### src/hw/pwm_pkg.sv
// Constants, field layouts and carrier types of the capture/compare/PWM unit
package pwm_pkg;

	// Register byte offsets on the Avalon-MM slave
	localparam logic [5:0] OFS_CONTROL      = 6'h00;
	localparam logic [5:0] OFS_DUTY_HIGH    = 6'h04;
	localparam logic [5:0] OFS_DUTY_ACTIVE  = 6'h08;
	localparam logic [5:0] OFS_PERIOD       = 6'h0c;
	localparam logic [5:0] OFS_TIMER_CTRL   = 6'h10;
	localparam logic [5:0] OFS_TIMER_COUNT  = 6'h14;
	localparam logic [5:0] OFS_CAPCMP       = 6'h18;
	localparam logic [5:0] OFS_STATUS       = 6'h1c;
	localparam logic [5:0] OFS_MASK         = 6'h20;

	// Field positions
	localparam int CTRL_DUTY_HI   = 5;
	localparam int CTRL_DUTY_LO   = 4;
	localparam int CTRL_MODE_HI   = 3;
	localparam int CTRL_WIDTH     = 6;
	localparam int TCTRL_ON_BIT   = 2;
	localparam int TCTRL_WIDTH    = 3;
	localparam int STAT_EVENT     = 0;
	localparam int STAT_PERIOD    = 1;
	localparam int STAT_WIDTH     = 2;

	// Reset values
	localparam logic [7:0]  RST_CONTROL    = 8'h00;
	localparam logic [7:0]  RST_DUTY       = 8'h00;
	localparam logic [7:0]  RST_PERIOD     = 8'h00;
	localparam logic [2:0]  RST_TIMER_CTRL = 3'h0;
	localparam logic [15:0] RST_CAPCMP     = 16'h0000;
	localparam logic [1:0]  RST_STATUS     = 2'h0;
	localparam logic [1:0]  RST_MASK       = 2'h0;

	// Mode select codes
	localparam logic [3:0] MODE_OFF        = 4'h0;
	localparam logic [3:0] MODE_CMP_TOGGLE = 4'h2;
	localparam logic [3:0] MODE_CAP_FALL   = 4'h4;
	localparam logic [3:0] MODE_CAP_RISE   = 4'h5;
	localparam logic [3:0] MODE_CAP_4      = 4'h6;
	localparam logic [3:0] MODE_CAP_16     = 4'h7;
	localparam logic [3:0] MODE_CMP_SET    = 4'h8;
	localparam logic [3:0] MODE_CMP_CLEAR  = 4'h9;
	localparam logic [3:0] MODE_CMP_SOFT   = 4'ha;
	localparam logic [3:0] MODE_CMP_ADC    = 4'hb;
	localparam logic [1:0] MODE_PWM_TOP    = 2'h3;

	// Prescale select codes and timing counts
	localparam logic [1:0] PRESCALE_1   = 2'h0;
	localparam logic [1:0] PRESCALE_4   = 2'h1;
	localparam logic [1:0] PHASE_LAST   = 2'h3;
	localparam logic [1:0] PRE4_LAST    = 2'h3;
	localparam logic [3:0] PRE16_LAST   = 4'hf;
	localparam logic [1:0] CAP4_LAST    = 2'h3;
	localparam logic [3:0] CAP16_LAST   = 4'hf;

	typedef enum logic [1:0] {
		UNIT_IDLE,
		UNIT_CAPTURE,
		UNIT_COMPARE,
		UNIT_PWM
	} unit_kind_e;

	typedef struct packed {
		logic        read;
		logic        write;
		logic [5:0]  address;
		logic [31:0] writedata;
	} avl_req_s;

	typedef struct packed {
		logic [7:0] count;
		logic [1:0] ext;
		logic       wrap;
	} timebase_s;

endpackage

### src/hw/ccp_standard_pwm.sv
// Capture/compare/PWM unit with Avalon-MM registers and interrupt
//
// Our own choices: the register addresses and the Avalon-MM slave port.
`timescale 1ns/1ns
module ccp_standard_pwm
	import pwm_pkg::*;
#(
	parameter bit SECOND_INSTANCE = 1'b0
) (
	input  wire logic        clk_sys_i,
	input  wire logic        rst_n_i,
	input  wire avl_req_s    avl_req_i,
	output logic [31:0]      avl_readdata_o,
	output logic             avl_waitrequest_o,
	input  wire logic        sleep_i,
	input  wire logic        capture_pin_i,
	input  wire logic [15:0] timer1_count_i,
	input  wire logic        adc_enable_i,
	output logic             pulse_output_pin_o,
	output logic             pulse_output_oe_o,
	output logic             adc_trigger_o,
	output logic             timer1_reset_o,
	output logic             irq_o
);

	logic [7:0]  pwm_mode_control;
	logic [7:0]  duty_high_write;
	logic [7:0]  period_value;
	logic [2:0]  timer_ctrl;
	logic [15:0] capcmp;
	logic [1:0]  status;
	logic [1:0]  mask;
	logic [7:0]  next_pwm_mode_control;
	logic [7:0]  next_duty_high_write;
	logic [7:0]  next_period_value;
	logic [2:0]  next_timer_ctrl;
	logic [15:0] next_capcmp;
	logic [1:0]  next_status;
	logic [1:0]  next_mask;
	logic [31:0] next_readdata;
	logic        next_waitrequest;
	logic        next_irq;
	logic [31:0] read_mux;

	logic [7:0]  duty_active_buffer;
	logic [1:0]  duty_latch;
	logic        pin_level;
	logic        pin_oe;
	logic        cap_prev;
	logic [3:0]  cap_count;
	logic        match_prev;
	logic        adc_trigger;
	logic        t1_reset;
	logic [7:0]  next_duty_active_buffer;
	logic [1:0]  next_duty_latch;
	logic        next_pin_level;
	logic        next_pin_oe;
	logic        next_cap_prev;
	logic [3:0]  next_cap_count;
	logic        next_match_prev;
	logic        next_adc_trigger;
	logic        next_t1_reset;

	timebase_s   tb;
	logic [3:0]  unit_mode_select;
	unit_kind_e  kind;
	logic        unit_off;
	logic [9:0]  duty_new;
	logic        pwm_match;
	logic        rise;
	logic        fall;
	logic        cap_event;
	logic        match_event;
	logic        cmp_flag;
	logic        period_event;
	logic        bus_take;

	pwm_timebase u_timebase (
		.clk_sys_i  (clk_sys_i),
		.rst_n_i    (rst_n_i),
		.run_i      (!sleep_i && timer_ctrl[TCTRL_ON_BIT]),
		.prescale_i (timer_ctrl[1:0]),
		.period_i   (period_value),
		.tb_o       (tb)
	);

	assign unit_mode_select = pwm_mode_control[CTRL_MODE_HI:0];

	always_comb begin
		if (unit_mode_select[3:2] == MODE_PWM_TOP) begin
			kind = UNIT_PWM;
		end else if (unit_mode_select inside {MODE_CAP_FALL,
				MODE_CAP_RISE, MODE_CAP_4, MODE_CAP_16}) begin
			kind = UNIT_CAPTURE;
		end else if (unit_mode_select inside {MODE_CMP_TOGGLE,
				MODE_CMP_SET, MODE_CMP_CLEAR, MODE_CMP_SOFT,
				MODE_CMP_ADC}) begin
			kind = UNIT_COMPARE;
		end else begin
			kind = UNIT_IDLE;
		end
	end

	assign unit_off = (kind == UNIT_IDLE);
	// Low duty bits only used by pulse mode
	assign duty_new = {duty_high_write,
		pwm_mode_control[CTRL_DUTY_HI:CTRL_DUTY_LO]};
	// Never true when duty exceeds the period, so the pin stays high
	assign pwm_match = ({tb.count, tb.ext} ==
		{duty_active_buffer, duty_latch});
	assign rise = capture_pin_i && !cap_prev;
	assign fall = !capture_pin_i && cap_prev;
	assign period_event = (kind == UNIT_PWM) && tb.wrap;

	always_comb begin
		cap_event = 1'b0;
		if (kind == UNIT_CAPTURE && !sleep_i) begin
			unique case (unit_mode_select)
				MODE_CAP_FALL: cap_event = fall;
				MODE_CAP_RISE: cap_event = rise;
				MODE_CAP_4:    cap_event = rise &&
					(cap_count[1:0] == CAP4_LAST);
				default:       cap_event = rise &&
					(cap_count == CAP16_LAST);
			endcase
		end
	end

	assign match_event = (kind == UNIT_COMPARE) && !sleep_i &&
		(timer1_count_i == capcmp) && !match_prev;

	always_comb begin
		cmp_flag = 1'b0;
		if (match_event) begin
			unique case (unit_mode_select)
				MODE_CMP_SET:   cmp_flag = 1'b1;
				MODE_CMP_CLEAR: cmp_flag = 1'b1;
				MODE_CMP_SOFT:  cmp_flag = 1'b1;
				MODE_CMP_ADC:   cmp_flag = SECOND_INSTANCE;
				default:        cmp_flag = 1'b0;
			endcase
		end
	end

	// Core: pulse generator, capture prescaler and compare actions
	always_comb begin
		next_duty_active_buffer = duty_active_buffer;
		next_duty_latch         = duty_latch;
		next_pin_level          = pin_level;
		next_pin_oe             = pin_oe;
		next_cap_prev           = cap_prev;
		next_cap_count          = cap_count;
		next_match_prev         = match_prev;
		next_adc_trigger        = 1'b0;
		next_t1_reset           = 1'b0;
		if (!sleep_i) begin
			next_cap_prev   = capture_pin_i;
			next_match_prev = (timer1_count_i == capcmp);
			unique case (kind)
				UNIT_IDLE: begin
					next_duty_active_buffer = RST_DUTY;
					next_duty_latch         = 2'h0;
					next_pin_level          = 1'b0;
					next_pin_oe             = 1'b0;
					next_cap_count          = 4'h0;
				end
				UNIT_PWM: begin
					next_pin_oe = 1'b1;
					if (tb.wrap) begin
						next_duty_active_buffer = duty_new[9:2];
						next_duty_latch         = duty_new[1:0];
						next_pin_level          = (duty_new != 10'h000);
					end else if (pwm_match) begin
						next_pin_level = 1'b0;
					end
				end
				UNIT_CAPTURE: begin
					next_pin_oe = 1'b0;
					if (rise) begin
						next_cap_count = cap_count + 4'h1;
					end
				end
				UNIT_COMPARE: begin
					next_pin_oe = (unit_mode_select != MODE_CMP_SOFT) &&
						(unit_mode_select != MODE_CMP_ADC);
					if (match_event) begin
						unique case (unit_mode_select)
							MODE_CMP_SET:    next_pin_level = 1'b1;
							MODE_CMP_CLEAR:  next_pin_level = 1'b0;
							MODE_CMP_TOGGLE: next_pin_level = !pin_level;
							MODE_CMP_ADC: begin
								next_adc_trigger = adc_enable_i;
								next_t1_reset    = 1'b1;
							end
							default: next_pin_level = pin_level;
						endcase
					end
				end
			endcase
		end
	end

	always_ff @(posedge clk_sys_i) begin
		if (!rst_n_i) begin
			duty_active_buffer <= RST_DUTY;
			duty_latch         <= 2'h0;
			pin_level          <= 1'b0;
			pin_oe             <= 1'b0;
			cap_prev           <= 1'b0;
			cap_count          <= 4'h0;
			match_prev         <= 1'b0;
			adc_trigger        <= 1'b0;
			t1_reset           <= 1'b0;
		end else begin
			duty_active_buffer <= next_duty_active_buffer;
			duty_latch         <= next_duty_latch;
			pin_level          <= next_pin_level;
			pin_oe             <= next_pin_oe;
			cap_prev           <= next_cap_prev;
			cap_count          <= next_cap_count;
			match_prev         <= next_match_prev;
			adc_trigger        <= next_adc_trigger;
			t1_reset           <= next_t1_reset;
		end
	end

	assign pulse_output_pin_o = pin_level;
	assign pulse_output_oe_o  = pin_oe;
	assign adc_trigger_o      = adc_trigger;
	assign timer1_reset_o     = t1_reset;

	always_comb begin
		unique case (avl_req_i.address)
			OFS_CONTROL:     read_mux = {24'h0, pwm_mode_control};
			OFS_DUTY_HIGH:   read_mux = {24'h0, duty_high_write};
			OFS_DUTY_ACTIVE: read_mux = {24'h0, duty_active_buffer};
			OFS_PERIOD:      read_mux = {24'h0, period_value};
			OFS_TIMER_CTRL:  read_mux = {29'h0, timer_ctrl};
			OFS_TIMER_COUNT: read_mux = {24'h0, tb.count};
			OFS_CAPCMP:      read_mux = {16'h0, capcmp};
			OFS_STATUS:      read_mux = {30'h0, status};
			OFS_MASK:        read_mux = {30'h0, mask};
			default:         read_mux = 32'h0;
		endcase
	end

	// One wait cycle per access; write lands on the waitrequest-low edge
	assign bus_take = avl_req_i.write && !avl_waitrequest_o;

	always_comb begin
		next_pwm_mode_control = pwm_mode_control;
		next_duty_high_write  = duty_high_write;
		next_period_value     = period_value;
		next_timer_ctrl       = timer_ctrl;
		next_capcmp           = capcmp;
		next_mask             = mask;
		next_status           = status;
		next_readdata         = avl_readdata_o;
		next_waitrequest      = 1'b1;
		if ((avl_req_i.read || avl_req_i.write) && avl_waitrequest_o) begin
			next_waitrequest = 1'b0;
			next_readdata    = avl_req_i.read ? read_mux : 32'h0;
		end
		if (bus_take) begin
			unique case (avl_req_i.address)
				OFS_CONTROL: next_pwm_mode_control =
					{2'h0, avl_req_i.writedata[CTRL_WIDTH-1:0]};
				OFS_DUTY_HIGH: next_duty_high_write =
					avl_req_i.writedata[7:0];
				OFS_PERIOD: next_period_value = avl_req_i.writedata[7:0];
				OFS_TIMER_CTRL: next_timer_ctrl =
					avl_req_i.writedata[TCTRL_WIDTH-1:0];
				OFS_CAPCMP: next_capcmp = avl_req_i.writedata[15:0];
				OFS_STATUS: next_status =
					status & ~avl_req_i.writedata[STAT_WIDTH-1:0];
				OFS_MASK: next_mask = avl_req_i.writedata[STAT_WIDTH-1:0];
				default: next_mask = mask;
			endcase
		end
		// Hardware events win over a clear or write in the same cycle
		if (cap_event) begin
			next_capcmp = timer1_count_i;
		end
		next_status[STAT_EVENT]  = next_status[STAT_EVENT] ||
			cap_event || cmp_flag;
		next_status[STAT_PERIOD] = next_status[STAT_PERIOD] || period_event;
		next_irq = |(next_status & next_mask);
	end

	always_ff @(posedge clk_sys_i) begin
		if (!rst_n_i) begin
			pwm_mode_control  <= RST_CONTROL;
			duty_high_write   <= RST_DUTY;
			period_value      <= RST_PERIOD;
			timer_ctrl        <= RST_TIMER_CTRL;
			capcmp            <= RST_CAPCMP;
			status            <= RST_STATUS;
			mask              <= RST_MASK;
			avl_readdata_o    <= 32'h0;
			avl_waitrequest_o <= 1'b1;
			irq_o             <= 1'b0;
		end else begin
			pwm_mode_control  <= next_pwm_mode_control;
			duty_high_write   <= next_duty_high_write;
			period_value      <= next_period_value;
			timer_ctrl        <= next_timer_ctrl;
			capcmp            <= next_capcmp;
			status            <= next_status;
			mask              <= next_mask;
			avl_readdata_o    <= next_readdata;
			avl_waitrequest_o <= next_waitrequest;
			irq_o             <= next_irq;
		end
	end
endmodule // ccp_standard_pwm

### src/hw/pwm_timebase.sv
// Period timer with prescaler and clock phase forming the 10-bit time base
`timescale 1ns/1ns
module pwm_timebase
	import pwm_pkg::*;
(
	input  wire logic       clk_sys_i,
	input  wire logic       rst_n_i,
	input  wire logic       run_i,
	input  wire logic [1:0] prescale_i,
	input  wire logic [7:0] period_i,
	output timebase_s       tb_o
);

	logic [1:0] phase;
	logic [3:0] pre;
	logic [7:0] count;
	logic [1:0] next_phase;
	logic [3:0] next_pre;
	logic [7:0] next_count;
	logic       inc;
	logic       wrap;

	always_comb begin
		next_phase = phase;
		next_pre   = pre;
		next_count = count;
		inc        = 1'b0;
		wrap       = 1'b0;
		if (run_i) begin
			next_phase = phase + 2'h1;
			if (phase == PHASE_LAST) begin
				next_pre = pre + 4'h1;
				unique case (prescale_i)
					PRESCALE_1: inc = 1'b1;
					PRESCALE_4: inc = (pre[1:0] == PRE4_LAST);
					default:    inc = (pre == PRE16_LAST);
				endcase
			end
			if (inc) begin
				if (count == period_i) begin
					next_count = 8'h00;
					wrap       = 1'b1;
				end else begin
					next_count = count + 8'h01;
				end
			end
		end
	end

	always_ff @(posedge clk_sys_i) begin
		if (!rst_n_i) begin
			phase <= 2'h0;
			pre   <= 4'h0;
			count <= 8'h00;
		end else begin
			phase <= next_phase;
			pre   <= next_pre;
			count <= next_count;
		end
	end

	always_comb begin
		tb_o.count = count;
		tb_o.wrap  = wrap;
		unique case (prescale_i)
			PRESCALE_1: tb_o.ext = phase;
			PRESCALE_4: tb_o.ext = pre[1:0];
			default:    tb_o.ext = pre[3:2];
		endcase
	end
endmodule // pwm_timebase

### config.mk
export PLATFORM = sky130hd
export DESIGN_NAME = ccp_standard_pwm
export DESIGN_NICKNAME = d
export VERILOG_FILES = /design/src/hw/pwm_pkg.sv /design/src/hw/ccp_standard_pwm.sv /design/src/hw/pwm_timebase.sv
export SDC_FILE = /design/constraint.sdc
export NUM_CORES = 1
export LEC_CHECK = 0
export ABC_CLOCK_PERIOD_IN_PS = 3800
export BUFFER_PORTS_ARGS = -buffer_cell sky130_fd_sc_hd__buf_2
export CAP_MARGIN = 20
export CELL_PAD_IN_SITES_DETAIL_PLACEMENT = 0
export CELL_PAD_IN_SITES_GLOBAL_PLACEMENT = 1
export CORE_ASPECT_RATIO = 1.4
export CORE_UTILIZATION = 25
export DETAILED_ROUTE_END_ITERATION = 12
export HOLD_SLACK_MARGIN = 0.08
export PLACE_DENSITY = 0.55
export REMOVE_ABC_BUFFERS = 1
export SETUP_SLACK_MARGIN = 0.1
export SYNTH_ARGS = -nofsm -noshare
export SYNTH_HDL_FRONTEND = slang
export SYNTH_SLANG_ARGS = --single-unit
### constraint.sdc
create_clock -name clk_sys_i -period 3.8 [get_ports clk_sys_i]
set_input_delay 0.38 -clock clk_sys_i [delete_from_list [all_inputs] [get_ports clk_sys_i]]
set_output_delay 0.38 -clock clk_sys_i [all_outputs]
set_load 0.1 [all_outputs]
# After elaboration in Yosys (flattened, before gate mapping)

Index checks and enable logic that the tools add are counted.

Register bits: 113
Output and inout port bits: 38
Logic and storage cells: 158

Add/subtract/negate cells: 4
Eq/ne operators: 37
Muxes and demuxes: 38
Bitwise logic cells: 8
Reductions and logical operators: 49

Operators by type and width:

| cell                | number |
|---|---|
| $pmux 16 s9         | 1 |
| $mux 16             | 3 |
| $mux 32             | 1 |
| $eq 4x4->1 const B  | 6 |
| $eq 6x5->1 const B  | 4 |
| $eq 16x16->1        | 1 |
| $eq 4x3->1 const B  | 4 |
| $mux 2              | 8 |
| $mux 8              | 2 |
| $pmux 8 s2          | 1 |
| $reduce_and 2->1    | 7 |
| $logic_and 1x1->1   | 13 |
| $mux 1              | 13 |
| $eq 2x2->1 const B  | 6 |
| $eq 6x4->1 const B  | 2 |
| $ne 4x4->1 const B  | 3 |
| $pmux 1 s3          | 4 |
| $eq 10x10->1        | 1 |
| $reduce_bool 10->1  | 1 |
| $add 4x1->4 const B | 2 |
| $add 8x1->8 const B | 1 |
| $eq 8x8->1          | 1 |
| $pmux 2 s2          | 2 |
| $pmux 4 s2          | 1 |
| 27 further kinds    | 48 |

# Longest topological paths before layout

Depth in word-level cells: 13
Mapped depth: 8
Mapped depth without buffers: 7

# Modules after synthesis

From an unflattened synthesis, not the netlist that was laid out.

Cells, all modules: 570
Area total of the unflattened synthesis: 5173.7 µm²

Modules (own cells, without submodules):

| module           | instances | cells each | area an instance (µm²) | sequential area each (µm²) |
|---|---|---|---|---|
| ccp_standard_pwm | 1         | 484        | 4354.2                 | 1661.6 |
| pwm_timebase     | 1         | 86         | 819.5                  | 280.3 |

# Worst setup path before layout

Ideal clock, no wire load.

Kind: register to register
From: register avl_waitrequest_o
To: register avl_readdata_o[10]
Arrival: 2.081 ns
Setup slack: 1.651 ns
Cell stages (with the launch flop): 5
Clock period less this slack: 2.149 ns
Cells stage by stage: dfxtp_1 nand4_1 nor3_2 a22oi_1 nor2_1

Cells in the longest elaborated chain, start to end: 1

RTL lines:

| item                   | line                    | source |
|---|---|---|
| start, declared        | ccp_standard_pwm.sv:14  | `output logic avl_waitrequest_o,` |
| start signal, assigned | ccp_standard_pwm.sv:311 | `avl_waitrequest_o <= next_waitrequest;` |
| $logic_and 1x1->1      | ccp_standard_pwm.sv:260 | `if ((avl_req_i.read \|\| avl_req_i.write) && avl_waitrequest_o) begin` |
| end signal, assigned   | ccp_standard_pwm.sv:310 | `avl_readdata_o <= next_readdata;` |
| end, declared          | ccp_standard_pwm.sv:13  | `output logic [31:0] avl_readdata_o,` |

Every way passes these cells.
A chain may end at the register's enable or synchronous reset.

# Worst setup path after layout

From: register u_timebase.count[2]
To: register duty_latch[0]

Cells in the longest elaborated chain, start to end: 6

RTL lines:

| item                              | line                    | source |
|---|---|---|
| start, declared                   | pwm_timebase.sv:16      | `logic [7:0] count;` |
| start signal, assigned            | pwm_timebase.sv:58      | `count <= next_count;` |
| $eq 8x8->1                        | pwm_timebase.sv:40      | `if (count == period_i) begin` |
| $mux 1                            | pwm_timebase.sv:40      |  |
| $mux 1                            | pwm_timebase.sv:39      | `if (inc) begin` |
| $mux 1                            | pwm_timebase.sv:29      | `if (run_i) begin` |
| $ne 2x1->1 (no source line)       | -                       |  |
| $reduce_and 3->1 (no source line) | -                       |  |
| end signal, assigned              | ccp_standard_pwm.sv:216 | `duty_latch <= next_duty_latch;` |
| end, declared                     | ccp_standard_pwm.sv:46  | `logic [1:0] duty_latch;` |

Every way passes these cells.

==> impl_metrics.env <==
export IMPL_drc=0
export IMPL_p_comb_share_pct=8.7
export IMPL_ys_flop_type="dfxtp_1"
export IMPL_wl_um=14600
export IMPL_ios=99
export IMPL_firstDrtPassIters=9
export IMPL_maxCapViolations=0
export IMPL_slew_violations=0
export IMPL_finalSetupViolCount=0
export IMPL_rsz0062_at_grt="false"
export IMPL_ys_seq_area_share_pct=39.9
export IMPL_ys_ff_latch=97
export IMPL_yosys_warnings=0
export IMPL_cts_root_buf="clkbuf_16"
export IMPL_grt_pass1_vias=4144
export IMPL_synthTopCellsByArea="dfxtp_1 40%, nor2_1 5.9%, xor2_1 5.8%"
export IMPL_min_period_ns=2.37
export IMPL_grt_use_total_pct=15.1
export IMPL_crit_family="simple AND/OR/NAND/NOR gates"
export IMPL_tightest_slew_ns=0.724
export IMPL_wl_per_cell_um=17.0
export IMPL_fp_dieW_um=120
export IMPL_synthTopCellsByCount="97 x dfxtp_1, 77 x nor2_1, 52 x nand2_1, 33 x nand3_1, 32 x xor2_1"
export IMPL_hold_violations=0
export IMPL_vdd_drop_max_mv=0.192
export IMPL_cts_htree_levels=3
export IMPL_p_int_mw=1.62
export IMPL_ys_types=62
export IMPL_hold_start="adc_enable_i"
export IMPL_fmaxAchievable_mhz=423
export IMPL_yosys_area_top_type="dfxtp_1"
export IMPL_arrival_ns=2.59
export IMPL_diodes=0
export IMPL_final_layout_size_suffix_gt1_share_pct=17.3
export IMPL_portBuffers=66
export IMPL_cts_tree="done"
export IMPL_antenna_left=0
export IMPL_min_path_type="in -> reg"
export IMPL_netlist_instances=557
export IMPL_synth_edf_count=0
export IMPL_p_sw_share_pct=25.5
export IMPL_r2r_start="u_timebase.count[2]"
export IMPL_p_clk_share_pct=44.4
export IMPL_clk_pin_slew_ns=0.07
export IMPL_synth_area_um2=4870
export IMPL_cts_hold_buf=0
export IMPL_drt_iter0_drc=227
export IMPL_slowest_stage="nor4_1"
export IMPL_areaGrowthSynthToFinish_pct=16.3
export IMPL_path_class="reg -> reg"
export IMPL_initial_utilization_pct=25.4
export IMPL_r2r_slack_ns=1.43
export IMPL_grt_antenna_before_repair=0
export IMPL_overflow=0
export IMPL_fp_row_count=60
export IMPL_place_congestion=0.830
export IMPL_post_route_period_util_pct=62.3
export IMPL_pwr_density_cell_nw_per_um2=385
export IMPL_vias=4179
export IMPL_pwr_share_seq_pct=46.8
export IMPL_viasPerCell=4.86
export IMPL_clk_path_buf_depth=2
export IMPL_crit_chain="xor2_1, nor4_1, nand4_2, a21oi_1, nor2_1, a22o_1"
export IMPL_finClkSkew_ns=0.0106
export IMPL_slew_headroom_pct=51.5
export IMPL_finalNetCount=671
export IMPL_end_kind="flop"
export IMPL_synth_top_area_share_pct=39.9
export IMPL_grt_pass1_wl_um=23500
export IMPL_leakage_nw=2.26
export IMPL_cts_buffers=9
export IMPL_power_switching_mw=0.557
export IMPL_dieArea_um2=20000
export IMPL_worstSetupStartpointType="flop"
export IMPL_cts_num_sinks=97
export IMPL_fp_dieH_um=167
export IMPL_placeableCoreArea_um2=19100
export IMPL_status="complete, no violations"
export IMPL_ys_async_sr_fraction_pct=0
export IMPL_hold_depth=2
export IMPL_clkLatencyLatePin_ns=0.34
export IMPL_post_cts_buffers=0
export IMPL_required_ns=4.03
export IMPL_cpPeakStageDelay_ns=0.60
export IMPL_dpl_hpwl_um=11000
export IMPL_reg2regPathDepth=6
export IMPL_hold_end="adc_trigger_o"
export IMPL_synth_avg_cell_area_um2=8.74
export IMPL_synth_most_common_cell="dfxtp_1"
export IMPL_cp_depth=6
export IMPL_power_mw=2.18
export IMPL_cts_resized_gates=0
export IMPL_fin_setup_tns_ns=0
export IMPL_cp_num_buf_inv=0
export IMPL_grt_start_max_net_pins=42
export IMPL_worstPathMaxFanout=10
export IMPL_reg2reg_to="duty_latch[0]"
-- worst max path at each step --
stage / startpoint / endpoint / slack [ns]
after floorplan: avl_waitrequest_o / capcmp[0] / 0.93
after global placement: avl_req_i[36] / capcmp[10] / 1.21
after detailed placement: avl_req_i[36] / capcmp[3] / 1.17
after CTS: u_timebase.count[2] / duty_latch[0] / 1.38
after global routing: u_timebase.phase[0] / duty_active_buffer[5] / 1.27
final: u_timebase.count[2] / duty_latch[0] / 1.43
-- power groups by stage --
stage          combinational, mW  clock (mW)  sequential (mW)
2_1_floorplan              0.113           0             1.05
3_3_place_gp               0.191           0             1.04
3_5_place_dp               0.192           0             1.05
4_1_cts                    0.193       0.992             1.02
5_1_grt                    0.202        1.04             1.02
6_report                   0.190       0.969             1.02
-- cells by family after synthesis --
logic type               count (synthesis)  share of synthesized area (%)
AND/OR/NAND/NOR                        216                           21.6
flip-flops                              97                           39.9
other                                    1                         0.0770
multiplexers                            31                           7.17
XOR/XNOR                                47                           8.45
buffers and inverters                   55                           5.94
adder cells (fa/ha/maj)                  4                           1.03
AO/OA/AOI/OAI                          106                           15.9
-- state kept, by name (all words and copies together), names as in the netlist, 2 cells and up --
register,flops
avl_readdata_o,16
capcmp,16
duty_active_buffer,8
duty_high_write,8
period_value,8
u_timebase.count,8
pwm_mode_control,6
cap_count,4
u_timebase.pre,4
timer_ctrl,3
duty_latch,2
mask,2
status,2
u_timebase.phase,2
-- per-layer routing --
layer / up-vias / track usage [%] / share of wire [%]
met3: 8 / 2.15 / 2.6
met1: 2039 / 17.5 / 42
met5: - / 0 / 0
li1: 2043 / - / -
met2: 89 / 28.3 / 55
met4: 0 / 4.40 / 1.2
-- cell usage in the layout (no fill, tap or decap), drive strengths merged, types with 3 or more instances in the layout --
master	count
a222oi	4
nor3	4
a311oi	17
nand4	9
and3	5
nor2	79
inv	6
clkbuf	13
nor2b	7
nor4	8
xnor2	15
a21oi	30
nand2b	3
nand3	33
xor2	32
o21ai	9
mux4	3
and2	4
dfxtp	97
nand2	52
a22oi	15
ha	4
a22o	12
and3b	3
conb	16
mux2i	27
buf	72
-- final cells by class --
cell class                      count  area (µm²)
Clock buffer                       13         270
Clock inverter                      3        47.5
Fill cell                        2069       13500
Inverter                            6        22.5
Multi-Input combinational cell    420        2700
Sequential cell                    97        1940
Tap cell                          248         310
Timing Repair Buffer               72         375
-- metrics by stage --
step	utilization (%)	instance area, µm²	cells	worst slack [ns]	hold slack, ns
4_1_cts	29.6	5670	859	1.38	0.229
2_1_floorplan	-	4660	523	0.927	0.459
3_5_place_dp	27.9	5350	843	1.17	0.445
3_3_place_gp	27.9	5350	843	1.21	0.463
6_report	29.6	5670	859	1.43	0.239
5_1_grt	29.6	5670	859	1.27	0.227
(Power assumes the default switching activity.)
